--- config.mk ---
export PLATFORM = sky130hd
export DESIGN_NAME = irq_and_channel_config_regs
export DESIGN_NICKNAME = d
export VERILOG_FILES = /design/src/pkg/irq_cfg_pkg.sv /design/src/core/irq_pulse_timer.sv /design/src/core/irq_and_channel_config_regs.sv
export SDC_FILE = /design/constraint.sdc
export NUM_CORES = 1
export LEC_CHECK = 0
export BUFFER_PORTS_ARGS = -buffer_cell sky130_fd_sc_hd__buf_2
export CORE_ASPECT_RATIO = 1.1
export CORE_MARGIN = 5
export CORE_UTILIZATION = 29
export DETAILED_ROUTE_END_ITERATION = 8
export PLACE_DENSITY = 0.56
export SYNTH_ARGS = -nofsm -noshare
export SYNTH_HDL_FRONTEND = slang
export SYNTH_SLANG_ARGS = --single-unit
--- constraint.sdc ---
create_clock -name core_clk -period 5.5 [get_ports core_clk]
set_input_delay 0.275 -clock core_clk [delete_from_list [all_inputs] [get_ports core_clk]]
set_output_delay 0.275 -clock core_clk [all_outputs]
set_load 0.1 [all_outputs]
--- src/pkg/irq_cfg_pkg.sv ---
`default_nettype none
package irq_cfg_pkg;
	// Register addresses on the control port
	localparam logic [7:0] ADDR_IRQ_CONFIG = 8'h32;
	localparam logic [7:0] ADDR_IRQ_MASK = 8'h33;
	localparam logic [7:0] ADDR_IRQ_LATCHED = 8'h36;
	localparam logic [7:0] ADDR_MIC_BIAS = 8'h3B;
	localparam logic [7:0] ADDR_CHAN1_VOLUME = 8'h3E;
	localparam logic [7:0] ADDR_CHAN1_GAIN = 8'h3F;
	localparam logic [7:0] ADDR_CHAN1_PHASE = 8'h40;
	localparam logic [7:0] ADDR_CHAN2_SOURCE = 8'h41;
	// Reset values
	localparam logic [7:0] RST_IRQ_CONFIG = 8'h00;
	localparam logic [7:0] RST_IRQ_MASK = 8'hFF;
	localparam logic [7:0] RST_LATCHED = 8'h00;
	localparam logic [7:0] RST_MIC_BIAS = 8'h00;
	localparam logic [7:0] RST_CHAN1_VOLUME = 8'hC9;
	localparam logic [7:0] RST_CHAN1_GAIN = 8'h80;
	localparam logic [7:0] RST_CHAN1_PHASE = 8'h00;
	localparam logic [7:0] RST_CHAN2_SOURCE = 8'h00;
	// Writable bits per register
	localparam logic [7:0] WMASK_IRQ_CONFIG = 8'hE4;
	localparam logic [7:0] WMASK_MIC_BIAS = 8'h73;
	localparam logic [7:0] WMASK_CHAN1_GAIN = 8'hF0;
	localparam logic [7:0] WMASK_CHAN2_SOURCE = 8'hFD;
	localparam logic [7:0] WMASK_SOURCES = 8'hF8;
	// Field positions
	localparam int POS_IRQ_POLARITY = 7;
	localparam int POS_EVENT_HI = 6;
	localparam int POS_EVENT_LO = 5;
	localparam int POS_READBACK = 2;
	localparam int POS_BIAS_HI = 6;
	localparam int POS_BIAS_LO = 4;
	localparam int POS_GAIN_HI = 7;
	localparam int POS_GAIN_LO = 4;
	localparam int POS_SRC_HI = 6;
	localparam int POS_SRC_LO = 5;
	// Source bit positions in mask and latched status
	localparam int POS_SRC_CLOCK_ERR = 7;
	localparam int POS_SRC_PLL_LOCK = 6;
	localparam int POS_SRC_SATURATION = 5;
	localparam int POS_SRC_VAD_UP = 4;
	localparam int POS_SRC_VAD_DOWN = 3;
	localparam int NUM_SOURCES = 5;
	// Event style encodings
	localparam logic [1:0] EVENT_LEVEL = 2'h0;
	localparam logic [1:0] EVENT_RESERVED = 2'h1;
	localparam logic [1:0] EVENT_REPEAT = 2'h2;
	localparam logic [1:0] EVENT_ONCE = 2'h3;
	// Bias codes
	localparam logic [2:0] BIAS_REF = 3'h0;
	localparam logic [2:0] BIAS_REF_X1096 = 3'h1;
	localparam logic [2:0] BIAS_SUPPLY = 3'h6;
	localparam logic [2:0] BIAS_GPI = 3'h7;
	// Channel 2 source codes
	localparam logic [1:0] SRC_DISABLED = 2'h0;
	localparam logic [1:0] SRC_PDM = 2'h2;
	// Volume and gain anchors, in tenths of a dB
	localparam logic [7:0] VOL_MUTE_CODE = 8'h00;
	localparam logic [7:0] VOL_ZERO_DB_CODE = 8'hC9;
	localparam int VOL_STEP_TENTHS = 5;
	localparam logic [3:0] GAIN_ZERO_DB_CODE = 4'h8;
	localparam int GAIN_STEP_TENTHS = 1;
	// Multipurpose pin function code for the interrupt
	localparam logic [3:0] PIN_FUNC_IRQ = 4'h2;
	// Interrupt pulse timing
	localparam int CLK_HZ = 100_000_000;
	localparam int PULSE_MS = 2;
	localparam int PERIOD_MS = 4;
	localparam int PULSE_CYCLES = PULSE_MS * (CLK_HZ / 1000);
	localparam int PERIOD_CYCLES = PERIOD_MS * (CLK_HZ / 1000);

	typedef struct packed {
		logic write_strobe;
		logic read_strobe;
		logic [7:0] address;
		logic [7:0] write_data;
	} reg_access_t;

	typedef struct packed {
		logic [7:0] chan1_volume_code;
		logic signed [11:0] chan1_volume_tenths_db;
		logic chan1_muted;
		logic [3:0] chan1_gain_trim_code;
		logic signed [4:0] chan1_gain_tenths_db;
		logic [7:0] chan1_phase_trim_code;
		logic [2:0] bias_level_select;
		logic bias_pin_is_input;
		logic [1:0] chan2_source_select;
		logic chan2_pdm_enable;
	} channel_cfg_t;
endpackage
`default_nettype wire

--- src/core/irq_pulse_timer.sv ---
`timescale 1ns/1ps
`default_nettype none
// Pulse shaper for the repeating and one-shot interrupt event styles
module irq_pulse_timer #(
	parameter int PULSE_CYCLES = irq_cfg_pkg::PULSE_CYCLES,
	parameter int PERIOD_CYCLES = irq_cfg_pkg::PERIOD_CYCLES
) (
	input wire logic core_clk,
	input wire logic reset,
	input wire logic [1:0] event_style,
	input wire logic pending,
	input wire logic new_event,
	output logic irq_active
);
	logic [31:0] count;
	logic running;
	wire logic repeat_mode = (event_style == irq_cfg_pkg::EVENT_REPEAT);
	wire logic once_mode = (event_style == irq_cfg_pkg::EVENT_ONCE);
	wire logic last = (count == 32'(PERIOD_CYCLES - 1));
	wire logic once_done = (count == 32'(PULSE_CYCLES - 1));
	wire logic start = (repeat_mode && pending) || (once_mode && new_event);

	always_ff @(posedge core_clk) begin
		if (reset) begin
			count <= 32'h0;
			running <= 1'b0;
		end else if (!running) begin
			running <= start;
			count <= 32'h0;
		end else if (repeat_mode) begin
			// Next period starts only while something stays pending
			running <= !(last && !pending);
			count <= last ? 32'h0 : count + 32'h1;
		end else if (once_mode) begin
			// A fresh event restarts the pulse
			running <= !once_done || new_event;
			count <= (once_done || new_event) ? 32'h0 : count + 32'h1;
		end else begin
			running <= 1'b0;
			count <= 32'h0;
		end
	end

	always_ff @(posedge core_clk) begin
		if (reset) begin
			irq_active <= 1'b0;
		end else if (repeat_mode) begin
			irq_active <= (running && !last && count < 32'(PULSE_CYCLES - 1)) || (!running && pending)
				|| (running && last && pending);
		end else if (once_mode) begin
			irq_active <= (running && !once_done) || new_event;
		end else begin
			irq_active <= 1'b0;
		end
	end
endmodule
`default_nettype wire

--- src/core/irq_and_channel_config_regs.sv ---
`timescale 1ns/1ps
`default_nettype none
module irq_and_channel_config_regs #(
	parameter int PULSE_CYCLES = irq_cfg_pkg::PULSE_CYCLES,
	parameter int PERIOD_CYCLES = irq_cfg_pkg::PERIOD_CYCLES
) (
	input wire logic core_clk,
	input wire logic reset,
	input wire irq_cfg_pkg::reg_access_t access,
	output logic [7:0] read_data,
	input wire logic [irq_cfg_pkg::NUM_SOURCES-1:0] source_events,
	input wire logic [3:0] multipurpose_pin_function,
	input wire logic mic_bias_pin_in,
	output logic second_general_input,
	output logic irq_pin_out,
	output logic irq_pin_oe,
	output irq_cfg_pkg::channel_cfg_t channel_cfg
);
	////////////////////////////////////////////////////////////////
	logic [7:0] irq_config;
	logic [7:0] interrupt_source_mask;
	logic [7:0] interrupt_latched_status;
	logic [7:0] mic_bias_config;
	logic [7:0] chan1_volume;
	logic [7:0] chan1_gain_trim;
	logic [7:0] chan1_phase_trim;
	logic [7:0] chan2_source_config;
	logic irq_shaped;

	function automatic logic hit(input irq_cfg_pkg::reg_access_t a, input logic [7:0] addr);
		hit = a.write_strobe && (a.address == addr);
	endfunction

	function automatic logic [7:0] merge(input logic [7:0] old_v, input logic [7:0] new_v,
		input logic [7:0] wmask);
		merge = (new_v & wmask) | (old_v & ~wmask);
	endfunction

	////////////////////////////////////////////////////////////////
	// Decode
	wire logic irq_polarity = irq_config[irq_cfg_pkg::POS_IRQ_POLARITY];
	wire logic [1:0] event_style = irq_config[irq_cfg_pkg::POS_EVENT_HI:irq_cfg_pkg::POS_EVENT_LO];
	wire logic latch_readback_filter = irq_config[irq_cfg_pkg::POS_READBACK];
	wire logic [7:0] irq_mask_bits = interrupt_source_mask;
	wire logic [7:0] irq_latched_flags = interrupt_latched_status;
	// Map the five sources to bits 7..3
	wire logic [7:0] event_vector = {source_events, 3'h0};
	wire logic [7:0] unmasked_latched = irq_latched_flags & ~irq_mask_bits & irq_cfg_pkg::WMASK_SOURCES;
	wire logic [7:0] unmasked_events = event_vector & ~irq_mask_bits & irq_cfg_pkg::WMASK_SOURCES;
	wire logic any_pending = |unmasked_latched;
	wire logic any_new_event = |unmasked_events;
	wire logic [7:0] latched_view = latch_readback_filter ? unmasked_latched : irq_latched_flags;
	wire logic read_latched = access.read_strobe && (access.address == irq_cfg_pkg::ADDR_IRQ_LATCHED);
	wire logic level_active = (event_style == irq_cfg_pkg::EVENT_LEVEL) && any_pending;
	wire logic irq_asserted = level_active || irq_shaped;
	wire logic pin_is_irq = (multipurpose_pin_function == irq_cfg_pkg::PIN_FUNC_IRQ);
	wire logic [2:0] bias_level_select = mic_bias_config[irq_cfg_pkg::POS_BIAS_HI:irq_cfg_pkg::POS_BIAS_LO];
	wire logic [3:0] gain_code = chan1_gain_trim[irq_cfg_pkg::POS_GAIN_HI:irq_cfg_pkg::POS_GAIN_LO];
	wire logic [1:0] chan2_source_select = chan2_source_config[irq_cfg_pkg::POS_SRC_HI:irq_cfg_pkg::POS_SRC_LO];

	logic [7:0] next_read_data;
	always_comb begin
		case (access.address)
			irq_cfg_pkg::ADDR_IRQ_CONFIG: next_read_data = irq_config;
			irq_cfg_pkg::ADDR_IRQ_MASK: next_read_data = interrupt_source_mask;
			irq_cfg_pkg::ADDR_IRQ_LATCHED: next_read_data = latched_view;
			irq_cfg_pkg::ADDR_MIC_BIAS: next_read_data = mic_bias_config;
			irq_cfg_pkg::ADDR_CHAN1_VOLUME: next_read_data = chan1_volume;
			irq_cfg_pkg::ADDR_CHAN1_GAIN: next_read_data = chan1_gain_trim;
			irq_cfg_pkg::ADDR_CHAN1_PHASE: next_read_data = chan1_phase_trim;
			irq_cfg_pkg::ADDR_CHAN2_SOURCE: next_read_data = chan2_source_config;
			default: next_read_data = 8'h00;
		endcase
	end

	////////////////////////////////////////////////////////////////
	// Configuration registers
	always_ff @(posedge core_clk) begin
		if (reset) begin
			irq_config <= irq_cfg_pkg::RST_IRQ_CONFIG;
			interrupt_source_mask <= irq_cfg_pkg::RST_IRQ_MASK;
			mic_bias_config <= irq_cfg_pkg::RST_MIC_BIAS;
			chan1_volume <= irq_cfg_pkg::RST_CHAN1_VOLUME;
			chan1_gain_trim <= irq_cfg_pkg::RST_CHAN1_GAIN;
			chan1_phase_trim <= irq_cfg_pkg::RST_CHAN1_PHASE;
			chan2_source_config <= irq_cfg_pkg::RST_CHAN2_SOURCE;
		end else begin
			// reserved read-only bits keep reset value
			if (hit(access, irq_cfg_pkg::ADDR_IRQ_CONFIG)) begin
				irq_config <= merge(irq_config, access.write_data, irq_cfg_pkg::WMASK_IRQ_CONFIG);
			end
			if (hit(access, irq_cfg_pkg::ADDR_IRQ_MASK)) begin
				interrupt_source_mask <= access.write_data;
			end
			if (hit(access, irq_cfg_pkg::ADDR_MIC_BIAS)) begin
				mic_bias_config <= merge(mic_bias_config, access.write_data, irq_cfg_pkg::WMASK_MIC_BIAS);
			end
			if (hit(access, irq_cfg_pkg::ADDR_CHAN1_VOLUME)) begin
				chan1_volume <= access.write_data;
			end
			if (hit(access, irq_cfg_pkg::ADDR_CHAN1_GAIN)) begin
				chan1_gain_trim <= merge(chan1_gain_trim, access.write_data, irq_cfg_pkg::WMASK_CHAN1_GAIN);
			end
			if (hit(access, irq_cfg_pkg::ADDR_CHAN1_PHASE)) begin
				chan1_phase_trim <= access.write_data;
			end
			if (hit(access, irq_cfg_pkg::ADDR_CHAN2_SOURCE)) begin
				chan2_source_config <= merge(chan2_source_config, access.write_data,
					irq_cfg_pkg::WMASK_CHAN2_SOURCE);
			end
		end
	end

	////////////////////////////////////////////////////////////////
	// Latched flags, one per bit; the reserved low bits have no event and stay clear
	genvar i;
	generate
		for (i = 0; i <= irq_cfg_pkg::POS_SRC_CLOCK_ERR; i++) begin : g_flag
			always_ff @(posedge core_clk) begin
				if (reset) begin
					interrupt_latched_status[i] <= irq_cfg_pkg::RST_LATCHED[i];
				end else if (event_vector[i]) begin
					interrupt_latched_status[i] <= 1'b1;
				end else if (read_latched) begin
					interrupt_latched_status[i] <= 1'b0;
				end
			end
		end
	endgenerate

	////////////////////////////////////////////////////////////////
	// repeating and one-shot pulse styles
	irq_pulse_timer #(
		.PULSE_CYCLES(PULSE_CYCLES),
		.PERIOD_CYCLES(PERIOD_CYCLES)
	) u_pulse (
		.core_clk(core_clk),
		.reset(reset),
		.event_style(event_style),
		.pending(any_pending),
		.new_event(any_new_event),
		.irq_active(irq_shaped)
	);

	////////////////////////////////////////////////////////////////
	// Outputs
	always_ff @(posedge core_clk) begin
		if (reset) begin
			read_data <= 8'h00;
			irq_pin_out <= 1'b1;
			irq_pin_oe <= 1'b0;
			second_general_input <= 1'b0;
			channel_cfg <= '0;
		end else begin
			read_data <= next_read_data;
			irq_pin_out <= irq_polarity ? irq_asserted : !irq_asserted;
			irq_pin_oe <= pin_is_irq;
			second_general_input <= (bias_level_select == irq_cfg_pkg::BIAS_GPI) ? mic_bias_pin_in : 1'b0;
			channel_cfg.bias_level_select <= bias_level_select;
			channel_cfg.bias_pin_is_input <= (bias_level_select == irq_cfg_pkg::BIAS_GPI);
			channel_cfg.chan1_volume_code <= chan1_volume;
			channel_cfg.chan1_muted <= (chan1_volume == irq_cfg_pkg::VOL_MUTE_CODE);
			channel_cfg.chan1_volume_tenths_db <= 12'(($signed({4'h0, chan1_volume})
				- $signed({4'h0, irq_cfg_pkg::VOL_ZERO_DB_CODE})) * irq_cfg_pkg::VOL_STEP_TENTHS);
			channel_cfg.chan1_gain_trim_code <= gain_code;
			channel_cfg.chan1_gain_tenths_db <= 5'(($signed({1'b0, gain_code})
				- $signed({1'b0, irq_cfg_pkg::GAIN_ZERO_DB_CODE})) * irq_cfg_pkg::GAIN_STEP_TENTHS);
			channel_cfg.chan1_phase_trim_code <= chan1_phase_trim;
			channel_cfg.chan2_source_select <= chan2_source_select;
			channel_cfg.chan2_pdm_enable <= (chan2_source_select == irq_cfg_pkg::SRC_PDM);
		end
	end
endmodule
`default_nettype wire

==> results, run 1 <==
- The run finished with clean final reports.
- The total CTS buffers is 17.
- Of all nets on the critical path, the largest fanout is 6.
- The global-route wire length before repair is approximately 25 mm.
- For the worst-skew pair, the clock arrives at the later sink with an insertion delay of 420 ps.
- The number of different library cells in the post-synthesis netlist is between 40 and 50.
- Counting every net in the synthesized netlist gives 725.
- sky130_fd_sc_hd__dfxtp_1 takes more of the synthesized area than any other cell.
- The kind of critical path is flip-flop to flip-flop.
- Buffers placed on the I/O ports in this run total 85.
- The highest clock frequency the design can meet is 0.344 GHz.
- TritonCTS built the clock tree.
- In the synthesized netlist, the number of instances is 678.
- Summed over all failing endpoints, the final setup total negative slack is 0 ps.
- The total overflow left after global routing is 0.
- A synthesized cell averages 8.56 um2.
- The power per unit of standard cell area is 318 mW/mm2.
- Gates resized during post-CTS repair numbered 0.
- After detailed placement, the design holds a cell count of 984.
- The count of antenna-violating nets left after detailed routing is 0.
- The floorplan has 54 rows.
- The number of ports placed on the die boundary is 86.
- Ranked by instance count, the synthesized netlist is headed by 135 x sky130_fd_sc_hd__dfxtp_1, 90 x sky130_fd_sc_hd__nand2_1, 74 x sky130_fd_sc_hd__nor2_1, 51 x sky130_fd_sc_hd__nand3_1, 49 x sky130_fd_sc_hd__a21oi_1.
- The final design instance area without fill is ~0.007 mm2.
- The H-tree depth reported by CTS is 4.
- The mean number of vias per cell is around 4.8.
- The required time of the critical path is 5810 ps.
- The total setup buffers inserted after CTS is 0.
- In the post-synthesis netlist, the cell with the most instances is sky130_fd_sc_hd__dfxtp_1.
- The number of register bits inferred by synthesis is 135.
- The count of endpoints failing hold in the final timing report came to 0.
- The relative slew slack is 17.7%.
- Summing all placed instances gives a cell area of approximately 0.0064 mm2.
- Overall power consumption after layout is estimated at 2.23 mW.
- The share of synthesized registers carrying an async set or reset is 0%.
- The warning count from the yosys run is 0.
- After clock tree synthesis, the clock-pin slew on the worst setup and hold paths is approximately 60 ps.
- For this run, the leading register cell type out of synthesis is sky130_fd_sc_hd__dfxtp_1.
- The worst setup path is captured at a flip-flop.
- The number of enable flip-flop cells after synthesis is 0.
- The startpoint type of the worst setup path is a flip-flop.
- After synthesis, the largest area contributor takes up 46.5% of total cell area.
- The post-detailed-placement half-perimeter wirelength is around 11 mm.
- Setup repair after global routing left no endpoint under its margin.
- CTS saw 135 sinks.
- The count of unresolved DRC violations after routing is 0.
- The worst hold margin is a little over 60 ps.
- The post-route fraction of the period consumed by the critical path is 52.8%.
- The total setup violations reported at the end of the flow is 0.
- The final-report max-slew violation count is 0.
- 0 antenna diodes ended up in the layout.
- In the global route stage, overall resource usage came out at 13.3%.
- The arrival time at the worst endpoint is 3210 ps.
- The leakage power summed over all cells is about 2.8 nW.
- Dividing the detail-routed wire length by the instance count gives 14.9 um.
- The share of the yosys chip area belonging to registers is 46.5%.
- The mapped netlist covers 0.00581 mm2.
- The maximum ir drop on the vdd rail is 0.186 mV.
- Routability-driven placement finished with a final weighted congestion of slightly above 0.8.
- For this run, the post-layout net count is 799.
- The count of hold-fix buffers inserted at cts is 1.
- The initial antenna violation count is 1.
- The cell with the biggest individual delay on the critical path is sky130_fd_sc_hd__fa_1.
- Entering global routing, the biggest net connects 52 pins.
- The final standard cell count with taps included and fillers excluded is 1,017.
- Summed over all layers, the routed wires come to 15.1 mm.
- The clock tree skew after final layout is between 10 and 15 ps.
- The clock passes through at most 2 buffers.
- The core area is just under 0.02 mm2.
- The peak per-stage delay on the critical path is ~430 ps.
- After synthesis, the cell types taking the most area are sky130_fd_sc_hd__dfxtp_1 47%, sky130_fd_sc_hd__nand2_1 5.8%, sky130_fd_sc_hd__nor2_1 4.8%.
- The number of max-capacitance violations reported is 0.
- The routed layout has about 4,800 vias.
- The fraction of layout cells with a size suffix above 1 is between 10% and 20%.
- In this run the horizontal extent of the chip is 145 um.
- For the pin with the worst max-slew slack, the measured transition is 1220 ps.
- The via count of the first global-routing pass is 4,713.
- The signal on the critical path passes through inv_1 > ha_1 > nand2b_1 > nand2_1 > xor2_1 > ha_1 > inv_1 > fa_1 > nor2b_1 > o21a_1 > o21ai_0 > a21oi_1 > o21ai_0 > and3b_1.
- The area of the die is 0.0230 mm2.
- The starting utilization of the core area is 29.3%.
- The path category of the worst min-delay check is input pin to flip-flop.
- Compared with the post-synthesis result, the final layout area differs by 21.1%.
- The initial DRC count is 303.
- The first TritonRoute pass finished after 5 iterations.
- The minimum clock period is 2900 ps.
- The clock root buffer is sky130_fd_sc_hd__clkbuf_16.
- The count of fill cells added during filler insertion is 2,066.
- The vertical die dimension is 158 um.
[cell usage in the layout, fill, tap and decap left out, types with 17 or more instances in the layout]
| master | count |
|---|---|
| sky130_fd_sc_hd__a21oi_1 | 49 |
| sky130_fd_sc_hd__nand2_1 | 90 |
| sky130_fd_sc_hd__nor2_1 | 74 |
| sky130_fd_sc_hd__nand3_1 | 51 |
| sky130_fd_sc_hd__clkbuf_16 | 17 |
| sky130_fd_sc_hd__inv_1 | 17 |
| sky130_fd_sc_hd__buf_2 | 85 |
| sky130_fd_sc_hd__nor2b_1 | 33 |
| sky130_fd_sc_hd__dfxtp_1 | 135 |
| sky130_fd_sc_hd__xor2_1 | 19 |
| sky130_fd_sc_hd__xnor2_1 | 20 |
[logic make-up after synthesis]
| family | synth area share, % |
|---|---|
| buffers and inverters | 4.07 |
| DFF | 46.5 |
| adders and majority gates | 3.79 |
| AOI/OAI and AO/OA | 10.9 |
| muxes | 0.862 |
| and+or+nand+nor | 27.9 |
| xor gates and xnor gates | 5.88 |
[stage by stage]
stage / util (%) / worst slack, ps
after global placement: 32.4 / 2670
after global routing: 35.5 / 2300
after CTS: 35.5 / 2570
after floorplan: - / 2780
after detailed placement: 32.4 / 2610
final: 35.5 / 2600
[power breakdown]
group	switching, mW	internal [mW]	total [mW]
Clock	0.449	0.716	1.17
Combinational	0.0607	0.0195	0.0802
Sequential	0.00334	0.984	0.987
Total	0.513	1.72	2.23
[layer usage]
layer / vias up / routed length (um) / track usage, %
met1: 2232 / 7090 / 17.0
met3: 19 / 778 / 3.39
met4: 2 / 230 / 4.62
met5: - / 7 / 0
li1: 2475 / - / -
met2: 116 / 7010 / 21.8
[worst max-delay path, delay by kind of cell (launching register included)]
kind	cells	cell delay, ps
flops	1	410
xor+xnor	1	170
buf+inv	2	180
compound gates	4	530
fa+ha+maj	3	970
simple gates	4	520
[registers in the layout, indices dropped and copies added, names as in the netlist]
register / flops
channel_cfg: 41
u_pulse.count: 32
chan1_phase_trim: 8
chan1_volume: 8
interrupt_source_mask: 8
read_data: 8
chan2_source_config: 7
interrupt_latched_status: 5
mic_bias_config: 5
chan1_gain_trim: 4
irq_config: 4
irq_pin_oe: 1
irq_pin_out: 1
second_general_input: 1
u_pulse.irq_active: 1
u_pulse.running: 1
[path summary, 6_finish.rpt]
| path | from | cells past startpoint | endpoint | slack (ps) |
|---|---|---|---|---|
| max reg2reg | chan1_volume[0] | 14 | channel_cfg[36] | 2600 |
| min | mic_bias_pin_in | 2 | second_general_input | 60 |
| min reg2reg | chan2_source_config[2] | 2 | chan2_source_config[2] | 460 |
| max | chan1_volume[0] | 14 | channel_cfg[36] | 2600 |
[layout make-up]
cell class | instances | area (um2) | area share (%)
inverters | 17 | 63.8 | 0.907
repair buffers | 91 | 473 | 6.73
well taps | 252 | 315 | 4.48
clock inverters | 14 | 175 | 2.49
clock buffers | 18 | 429 | 6.10
flip-flops and latches | 135 | 2700 | 38.4
multi-input cells | 490 | 2870 | 40.9
Power figures use the tool's default switching activity.
==> run 2, diff against run 1 <==
--- a/config.mk
+++ b/config.mk
@@ -5,6 +5,7 @@
 export SDC_FILE = /design/constraint.sdc
 export NUM_CORES = 1
 export LEC_CHECK = 0
+export ABC_AREA = 1
 export BUFFER_PORTS_ARGS = -buffer_cell sky130_fd_sc_hd__buf_2
 export CORE_ASPECT_RATIO = 1.1
 export CORE_MARGIN = 5
==> constraint.sdc (replaced) <==
create_clock -name core_clk -period 2.9 [get_ports core_clk]
set_input_delay 0.145 -clock core_clk [delete_from_list [all_inputs] [get_ports core_clk]]
set_output_delay 0.145 -clock core_clk [all_outputs]
set_load 0.1 [all_outputs]
==> run 2 against run 1 <==
Effect of this change:
- power increased by 90%
- clock power is 90% higher
- sequential share of layout area is 2.3 points lower
- first-iteration DRC count is 9.2% higher
- final area rose by 6.5%
- cell count up 19%
- combinational power rose by 100%
- area after synthesis rose by 5.1%
- clock skew barely moved
- die area rose by 4.7%
- critical path depth is 1 lower
- clock-buffer cell count shrank 1
- critical path type unchanged
==> results, run 2 <==
- Counting every instance in the synthesized netlist gives 844.
- On the critical path, the stage with the largest delay is an instance of sky130_fd_sc_hd__fa_1.
- The number of ports placed on the die boundary is 86.
- After floorplanning, the core was sized to cover 0.0206 mm2.
- The relative contribution of the clock network to total power is 52.2%.
- The switching part of the total power is 25.9%.
- In this run the register-to-register setup slack is ~240 ps.
- The largest total area in the synthesized netlist belongs to sky130_fd_sc_hd__dfxtp_1.
- The worst register-to-register path has a depth of 13.
- The most common cell in the netlist is sky130_fd_sc_hd__nand2_1.
- After detailed routing, the number of remaining DRC violations is 0.
- VDD sags by at most 0.369 mV.
- The capture endpoint of the worst hold path is interrupt_latched_status[5].
- The launch point of the worst hold path is source_events[2].
- Power spread over the standard cell area amounts to 568 mW/mm2.
- The average footprint of a synthesized cell is 7.23 um2.
- Measured against its own limit, the worst slew margin works out to 44.9%.
- The via count of the first global-routing pass is 5,392.
- The path category of the worst min-delay check is input pin to flip-flop.
- The H-tree depth reported by CTS is 4.
- Measured along the x axis, the die boundary spans approximately 150 um.
- By count the netlist is led by 151 x sky130_fd_sc_hd__nand2_1, 138 x sky130_fd_sc_hd__nor2_1, 135 x sky130_fd_sc_hd__dfxtp_1, 120 x sky130_fd_sc_hd__inv_1, 60 x sky130_fd_sc_hd__a21oi_1.
- The count of endpoints failing hold in the final timing report is 0.
- Global routing consumed, over all layers together, between 10% and 20% of the routing resources.
- The first detailed-routing pass took 7 iterations.
- Clock skew on the completed layout was measured at 9.71 ps.
- The die covers 0.0240 mm2.
- The clock root buffer is sky130_fd_sc_hd__clkbuf_16.
- The register with the most flip-flops in the final layout is channel_cfg.
- The most common cell after layout, fill and taps aside is sky130_fd_sc_hd__nand2_1.
- The core occupancy in the finished layout is 36.3%.
- The net switching power of the design is between 1 and 1.5 mW.
- Once placement completed, the tool counted placed cells totaling about 1,200.
- The cell internal power dissipation is 3.15 mW.
- STA classifies the critical path startpoint as a flip-flop.
- The number of register bits inferred by synthesis is 135.
- STA classifies the critical path endpoint as a flip-flop.
- The fraction of layout cells with a size suffix above 1 is 14.0%.
- The peak per-stage delay on the critical path is ~450 ps.
- Summed over all cells, the static leakage comes to between 3 and 4 nW.
- Counting flops with an async set or reset pin after synthesis yields a share of 0%.
- In this run the critical register-to-register path is captured at channel_cfg[36].
- The initial antenna violation count was 2.
- In the final routed layout, each cell accounts on average for 13.7 um.
- The detailed-route via count is 5,554.
- In this run, synthesis inferred 0 flip-flops with an integrated enable.
- Summed over all layers, the routed wires come to 16.7 mm.
- The placer's final routability congestion estimate is 0.831.
- The maximum count of clock buffers along a single path is 2.
- The kind of critical path is flip-flop to flip-flop.
- TritonCTS built the clock tree.
- The library cells used most frequently in the layout, excluding fill and tap cells, are 151 x sky130_fd_sc_hd__nand2_1, 138 x sky130_fd_sc_hd__nor2_1, 135 x sky130_fd_sc_hd__dfxtp_1.
- From synthesis to final layout, the design area changed by 22.7%.
- Global routing used 4.32% of the available met3 tracks.
- The arrival time at the worst endpoint is 2980 ps.
- The most used routing layer in global routing is met2.
- The number of nets in the synthesized netlist is a little under 900.
- The total setup violations reported at the end of the flow is 0.
- The required time of the critical path is 3220 ps.
- The share of total power dissipated in combinational logic is between 3 and 4%.
- The minimum clock period is 2660 ps.
- The number of different library cells in the post-synthesis netlist is 34.
- The sequential share of power is 44.0%.
- In this run the remaining antenna-violating nets after routing total 0.
- By area the synthesized netlist is led by sky130_fd_sc_hd__dfxtp_1 44%, sky130_fd_sc_hd__nand2_1 9.3%, sky130_fd_sc_hd__nor2_1 8.5%.
- Once the floorplan was initialized, standard cells occupied 29.6% of the core.
- The largest registers in the layout are channel_cfg x41, u_pulse.count x32.
- The final-report max-slew violation count is 0.
- The number of rows created at floorplan is 55.
- The number of max-capacitance violations reported is 0.
- The fraction of synthesized cell area taken by the top area cell type is 44.3%.
- The flip-flop count of the largest register after layout is 41.
- Of all nets on the critical path, the largest fanout is 6.
- Counting every sink on the clock net gives 135.
- Setup repair after global routing left no endpoint under its margin.
- Setup total negative slack on the finished layout was measured at 0 ps.
- In the routed layout, each cell is associated on average with a via count of 4.58.
- Summed over all nets, the half-perimeter wirelength after detailed placement is 12.5 mm.
- The global-route congestion overflow total is 0.
- Counting the buffers created by CTS gives 17.
- The final layout net count is slightly below 1,000.
- The final standard cell count with taps included and fillers excluded is 1,213.
- The total placed instance area is 0.00678 mm2.
- For this run, the register share of the synthesized area comes to 44.3%.
- The warning count from the yosys run is 0.
- The flow ran to the end, and the final reports show no timing, DRC or antenna violations.
- The vertical die dimension is 162 um.
- With fillers left out, the area of the finished cells amounts to 0.00749 mm2.
- The actual slew at the worst max-slew pin is between 800 and 900 ps.
- Counting both buffers and inverters, the worst setup path holds a total of 2.
- The count of fill cells added during filler insertion is between 2,000 and 2,500.
- For this block, the initial DRC count from the detailed router was 331.
- The met2 layer usage reported by global route is 23.2%.
- Buffers added to address setup during post-CTS repair amount to 0.
- Counting instances, the worst hold path has a depth of 3.
- The startpoint of the worst register-to-register path is chan1_volume[0].
- Walking the worst path, the cells encountered are inv_1 > ha_1 > nand2_1 > nand2_1 > xor2_1 > ha_1 > inv_1 > fa_1 > o21ai_1 > a21oi_1 > o21ai_2 > a21oi_1 > o21a_1.
- Entering global routing, the biggest net connects 31 pins.
- The source-to-sink clock delay at the later pin of the worst-skew pair is between 400 and 500 ps.
- The global-route wire length before repair is about 27 mm.
- The netlist area before placement is 0.00610 mm2.
- Derived from the worst setup path, the maximum achievable clock frequency is 0.376 GHz.
- For this run, global-route usage on met1 was measured as approximately 17%.
- Clock-pin slew was measured on the worst setup and hold paths at 70 ps.
- In the synthesized netlist the dominant register cell turns out to be sky130_fd_sc_hd__dfxtp_1.
- Input and output buffers added on the ports amount to 85.
- Grouping stages by cell kind, the critical path spends the most delay in adder cells.
- In the finished design, the share of the clock period the worst path needs comes to 91.7%.
==> run 2: changes by cell type after synthesis, moves of 8 or more <==
cell                       before  now
sky130_fd_sc_hd__nand2_1       90  151
sky130_fd_sc_hd__inv_1         17  120
sky130_fd_sc_hd__o22ai_1        0    8
sky130_fd_sc_hd__o21ai_0       13   59
sky130_fd_sc_hd__nand3_1       51   43
sky130_fd_sc_hd__nor2b_1       33    0
sky130_fd_sc_hd__and3_1        10    2
sky130_fd_sc_hd__clkbuf_1      29   10
sky130_fd_sc_hd__a21oi_1       49   60
sky130_fd_sc_hd__xnor2_1       20    3
sky130_fd_sc_hd__o211ai_1       2   12
sky130_fd_sc_hd__nor2_1        74  138
sky130_fd_sc_hd__nand3b_1      14    0
==> run 2: how the worst max path moves through the flow <==
stage	from	endpoint	slack (ps)	cells past startpoint
CTS	chan1_volume[0]	channel_cfg[36]	60	13
finish	chan1_volume[0]	channel_cfg[36]	240	13
global route	chan1_volume[0]	channel_cfg[36]	40	13
floorplan	chan1_volume[0]	channel_cfg[36]	350	13
global placement	chan1_volume[0]	channel_cfg[36]	140	13
detailed placement	chan1_volume[0]	channel_cfg[36]	90	13
==> run 2: logic make-up after synthesis <==
kind of cell	synth area share, %
xor+xnor	4.02
fa+ha+maj	3.61
simple gates	25.9
flops	44.3
buf+inv	9.29
compound gates	12.8
==> run 2: final cells by class <==
cell class | count | area, um2 | area share (%)
Antenna cell | 1 | 2.50 | 0.0334
Clock buffer | 17 | 425 | 5.68
Clock inverter | 15 | 179 | 2.39
Inverter | 120 | 450 | 6.02
Multi-Input combinational cell | 568 | 2840 | 37.9
Sequential cell | 135 | 2700 | 36.1
Tap cell | 256 | 320 | 4.28
Timing Repair Buffer | 101 | 571 | 7.62
==> run 2: through the flow <==
stage / power (mW) / setup slack (ps) / hold WS (ps)
floorplan: 2.01 / 354 / 220
global placement: 2.07 / 139 / 309
detailed placement: 2.07 / 85.5 / 315
CTS: 4.31 / 64.9 / 7.53
global route: 4.41 / 35.8 / 32.6
finish: 4.25 / 242 / 19.0
==> run 2: power by group through the flow <==
stage               sequential [mW]  clock (mW)  combinational [mW]
CTS                            1.87        2.27               0.165
global placement               1.91           0               0.154
detailed placement             1.91           0               0.154
floorplan                      1.95           0              0.0560
global route                   1.87        2.36               0.179
finish                         1.87        2.22               0.164
==> run 2: tightest hold or removal path, cell delays in order <==
cell and delay, ps:
sky130_fd_sc_hd__buf_2 120, sky130_fd_sc_hd__a21oi_1 40, sky130_fd_sc_hd__nor2_1 90
==> run 2: metal layers <==
metal  part of all wire (%)  vias to the layer above
met5                   0.13                        -
met4                    2.3                        4
met3                    6.2                       29
met2                     46                      127
met1                     45                     2496
li1                       -                     2898
==> run 2: repair_timing <==
item | CTS | global route
hold buffers | 10 | 0
endpoints found under the hold margin | 9 | 0
resized for setup | 0 | 3
setup endpoints to repair | 0 | 2
==> run 3, diff against run 2 <==
==> constraint.sdc (replaced) <==
create_clock -name core_clk -period 3.3 [get_ports core_clk]
set_input_delay 0.165 -clock core_clk [delete_from_list [all_inputs] [get_ports core_clk]]
set_output_delay 0.165 -clock core_clk [all_outputs]
set_load 0.1 [all_outputs]
==> run 3 against run 2 <==
Effect of this change:
- final area decreased by 1.0%
- power shrank 12%
- die area did not move
- non-clock buffer count decreased by 8
- worst hold slack got worse by 12 ps
- critical path depth is the same
- clock skew up 0.77 ps
- cell count down 0.66%
- sequential share of layout area increased by 0.37 points
- clock-buffer cell count did not move
- wire length down 0.55%
- highest routed layer unchanged
==> results, run 3 (same netlist as run 2, synthesis figures left out) <==
- The flow ran to the end, and the final reports show no timing, DRC or antenna violations.
- The number of ports placed on the die boundary is 86.
- The relative contribution of the clock network to total power is 52.2%.
- The critical path goes through inv_1 > ha_1 > nand2_1 > nand2_1 > xor2_1 > ha_1 > inv_1 > fa_1 > o21ai_0 > a21oi_1 > o21ai_0 > a21oi_1 > o21a_1.
- The final route contains 5,495 vias.
- The post-detailed-placement half-perimeter wirelength is 12.3 mm.
- The count of endpoints failing hold in the final timing report is 0.
- The switching part of the total power is 25.9%.
- The cell with the biggest individual delay on the critical path is sky130_fd_sc_hd__fa_1.
- Measured against its own limit, the worst slew margin works out to 17.1%.
- The starting utilization of the core area is 29.6%.
- The flip-flop count of the largest register after layout is 41.
- The core area is between 0.02 and 0.025 mm2.
- The kind of critical path is flip-flop to flip-flop.
- Counting both buffers and inverters, the worst setup path holds a total of 2.
- The via count of the first global-routing pass is 5,362.
- Across every metal layer, demand over resource in global routing totals 14.0%.
- The worst hold path was traced through 3 stages.
- For hold timing, the worst endpoint is interrupt_latched_status[4].
- The die is 148 um wide.
- The top cell types in the final layout, fill and taps aside, are 151 x sky130_fd_sc_hd__nand2_1, 138 x sky130_fd_sc_hd__nor2_1, 135 x sky130_fd_sc_hd__dfxtp_1.
- The die covers 0.0240 mm2.
- After layout, the worst setup slack is between 400 and 500 ps.
- Entering global routing, the biggest net connects 60 pins.
- After floorplanning, the core was divided into 55 placement rows.
- STA classifies the critical path startpoint as a flip-flop.
- Across the routed clock network, the largest skew measured is between 10 and 15 ps.
- For the worst flop-to-flop path, the logic depth is 13.
- The number of gates resized after CTS was 0.
- The most common cell after layout, fill and taps aside is sky130_fd_sc_hd__nand2_1.
- The post-route fraction of the period consumed by the critical path is between 80% and 90%.
- The number of sinks on the clock net is around 140.
- The cell type group with the largest total delay on the critical path is adder cells.
- The relative area change from synthesis to final layout is 21.5%.
- The source-to-sink clock delay at the later pin of the worst-skew pair is 430 ps.
- The longest clock path from root to sink contains 2 buffers.
- Counting the buffers created by CTS gives 17.
- The startpoint of the worst register-to-register path is chan1_volume[0].
- The count of buffers from port buffering is 85.
- The reg-to-reg setup timing slack is 450 ps.
- Derived from the worst setup path, the maximum achievable clock frequency is 0.351 GHz.
- Sequential cells burn 44.1% of the power.
- Summing all placed instances gives a cell area of between 0.006 and 0.007 mm2.
- From bottom edge to top edge, the die measures approximately 160 um.
- The initial DRC count is ~250.
- The most flop-heavy register is channel_cfg.
- The first global-routing pass estimated 26.7 mm of wire.
- In this run the static leakage power is 3.33 nW.
- The type of element capturing the critical path is a flip-flop.
- The critical path depth is 13.
- The largest single stage delay on the critical path is 450 ps.
- The initial antenna violation count was 2.
- The largest registers in the layout are channel_cfg x41, u_pulse.count x32.
- The final layout net count is 982.
- The required time of the critical path is 3630 ps.
- The pre-antenna-repair detailed-routing pass consisted of 7 iterations.
- The maximum ir drop on the vdd rail is 0.283 mV.
- The pre-CTS worst setup slack is 466 ps.
- For the worst setup path, the data arrival time is 3180 ps.
- The routed wire length is 16.6 mm.
- The worst register-to-register path ends at channel_cfg[36].
- The worst hold path begins at source_events[1].
- The mean number of vias per cell is 4.56.
- The clock root buffer is sky130_fd_sc_hd__clkbuf_16.
- The count of unresolved DRC violations after routing is 0.
- The actual slew at the worst max-slew pin is between 1000 and 1500 ps.
- The number of max-capacitance violations reported is 0.
- The minimum clock period is 2850 ps.
- The per-cell routed wire length is 13.8 um.
- In the final layout, the share of cells above drive strength 1 is 13.5%.
- Combinational logic burns 3.7% of the power.
- After global routing the overflow that remains totals 0.
- The largest fanout on the critical path is 6.
- Setup violations remaining at the end of the flow were counted as 0.
- The internal portion of the total power is 2.76 mW.
- In this run the worst hold path is classified as input pin to flip-flop.
- The analysis attributes to net switching a power of 0.966 mW.
- Routability-driven placement finished with a final weighted congestion of 0.869.
- The final-report max-slew violation count came to 0.
- With fillers left out, the area of the finished cells amounts to 0.00741 mm2.
- The power per unit of standard cell area is 503 mW/mm2.
- After clock tree synthesis, the clock-pin slew on the worst setup and hold paths is 70 ps.
- The TritonCTS clock tree is built.
- Setup repair after global routing left no endpoint under its margin.
- Summing internal, switching and leakage power gives around 3.7 mW.
- The total negative slack is 0 ps.
- The detail route stage leaves a number of antenna-violating nets equal to 0.
- The H-tree depth reported by CTS is 4.
==> run 3: cell count changes in the layout (fill, tap and decap cells not counted), sizes merged <==
cell         before  now
clkinv            3    2
dlygate4sd3      10    7
buf              91   86
inv             131  132
==> run 3: worst max-delay path by stage <==
stage / slack (ps) / start / endpoint
after detailed placement: 470 / chan1_volume[0] / channel_cfg[36]
after global placement: 540 / chan1_volume[0] / channel_cfg[36]
final: 450 / chan1_volume[0] / channel_cfg[36]
after global routing: 150 / chan1_volume[0] / channel_cfg[36]
after floorplan: 750 / chan1_volume[0] / channel_cfg[36]
after CTS: 440 / chan1_volume[0] / channel_cfg[36]
==> run 3: what timing repair did <==
item                      4_1_cts  5_1_grt
setup buffers                   0        0
hold endpoints to repair        6        0
hold buffers                    7        0
==> run 3: per-stage QoR <==
| step | util [%] | hold WS (ps) | std cells |
|---|---|---|---|
| floorplan | - | 240 | 844 |
| global route | 35.9 | 19.6 | 1204 |
| finish | 35.9 | 6.90 | 1205 |
| detailed placement | 32.6 | 331 | 1165 |
| CTS | 35.9 | 1.80 | 1204 |
| global placement | 32.6 | 328 | 1165 |
==> run 3: power by group through the flow <==
stage                     Clock [mW]  Combinational [mW]  Sequential (mW)
final                           1.95               0.139             1.64
after global routing            2.05               0.151             1.65
after CTS                       1.99               0.141             1.64
after detailed placement           0               0.134             1.68
after global placement             0               0.134             1.68
after floorplan                    0              0.0492             1.72
==> run 3: routing by layer <==
| layer | wire length, um | GRT usage, % |
|---|---|---|
| met5 | 21 | 0 |
| met4 | 167 | 4.37 |
| met1 | 7690 | 17.5 |
| met3 | 869 | 4.63 |
| met2 | 7830 | 23.1 |
==> run 3: layout make-up <==
cell class              instances  area, um2
diodes                          1       2.50
clock buffers                  17        425
clock inverters                15        174
fillers                      2203      13200
inverters                     120        450
multi-input cells             568       2830
flip-flops and latches        135       2700
well taps                     256        320
repair buffers                 93        503
==> run 3: worst reg2reg max path, stage by stage, from the launching register on <==
cell and delay [ps]:
sky130_fd_sc_hd__dfxtp_1 360, sky130_fd_sc_hd__inv_1 120, sky130_fd_sc_hd__ha_1 240, sky130_fd_sc_hd__nand2_1 70, sky130_fd_sc_hd__nand2_1 70, sky130_fd_sc_hd__xor2_1 170, sky130_fd_sc_hd__ha_1 310, sky130_fd_sc_hd__inv_1 60
sky130_fd_sc_hd__fa_1 450, sky130_fd_sc_hd__o21ai_0 200, sky130_fd_sc_hd__a21oi_1 130, sky130_fd_sc_hd__o21ai_0 280, sky130_fd_sc_hd__a21oi_1 110, sky130_fd_sc_hd__o21a_1 180
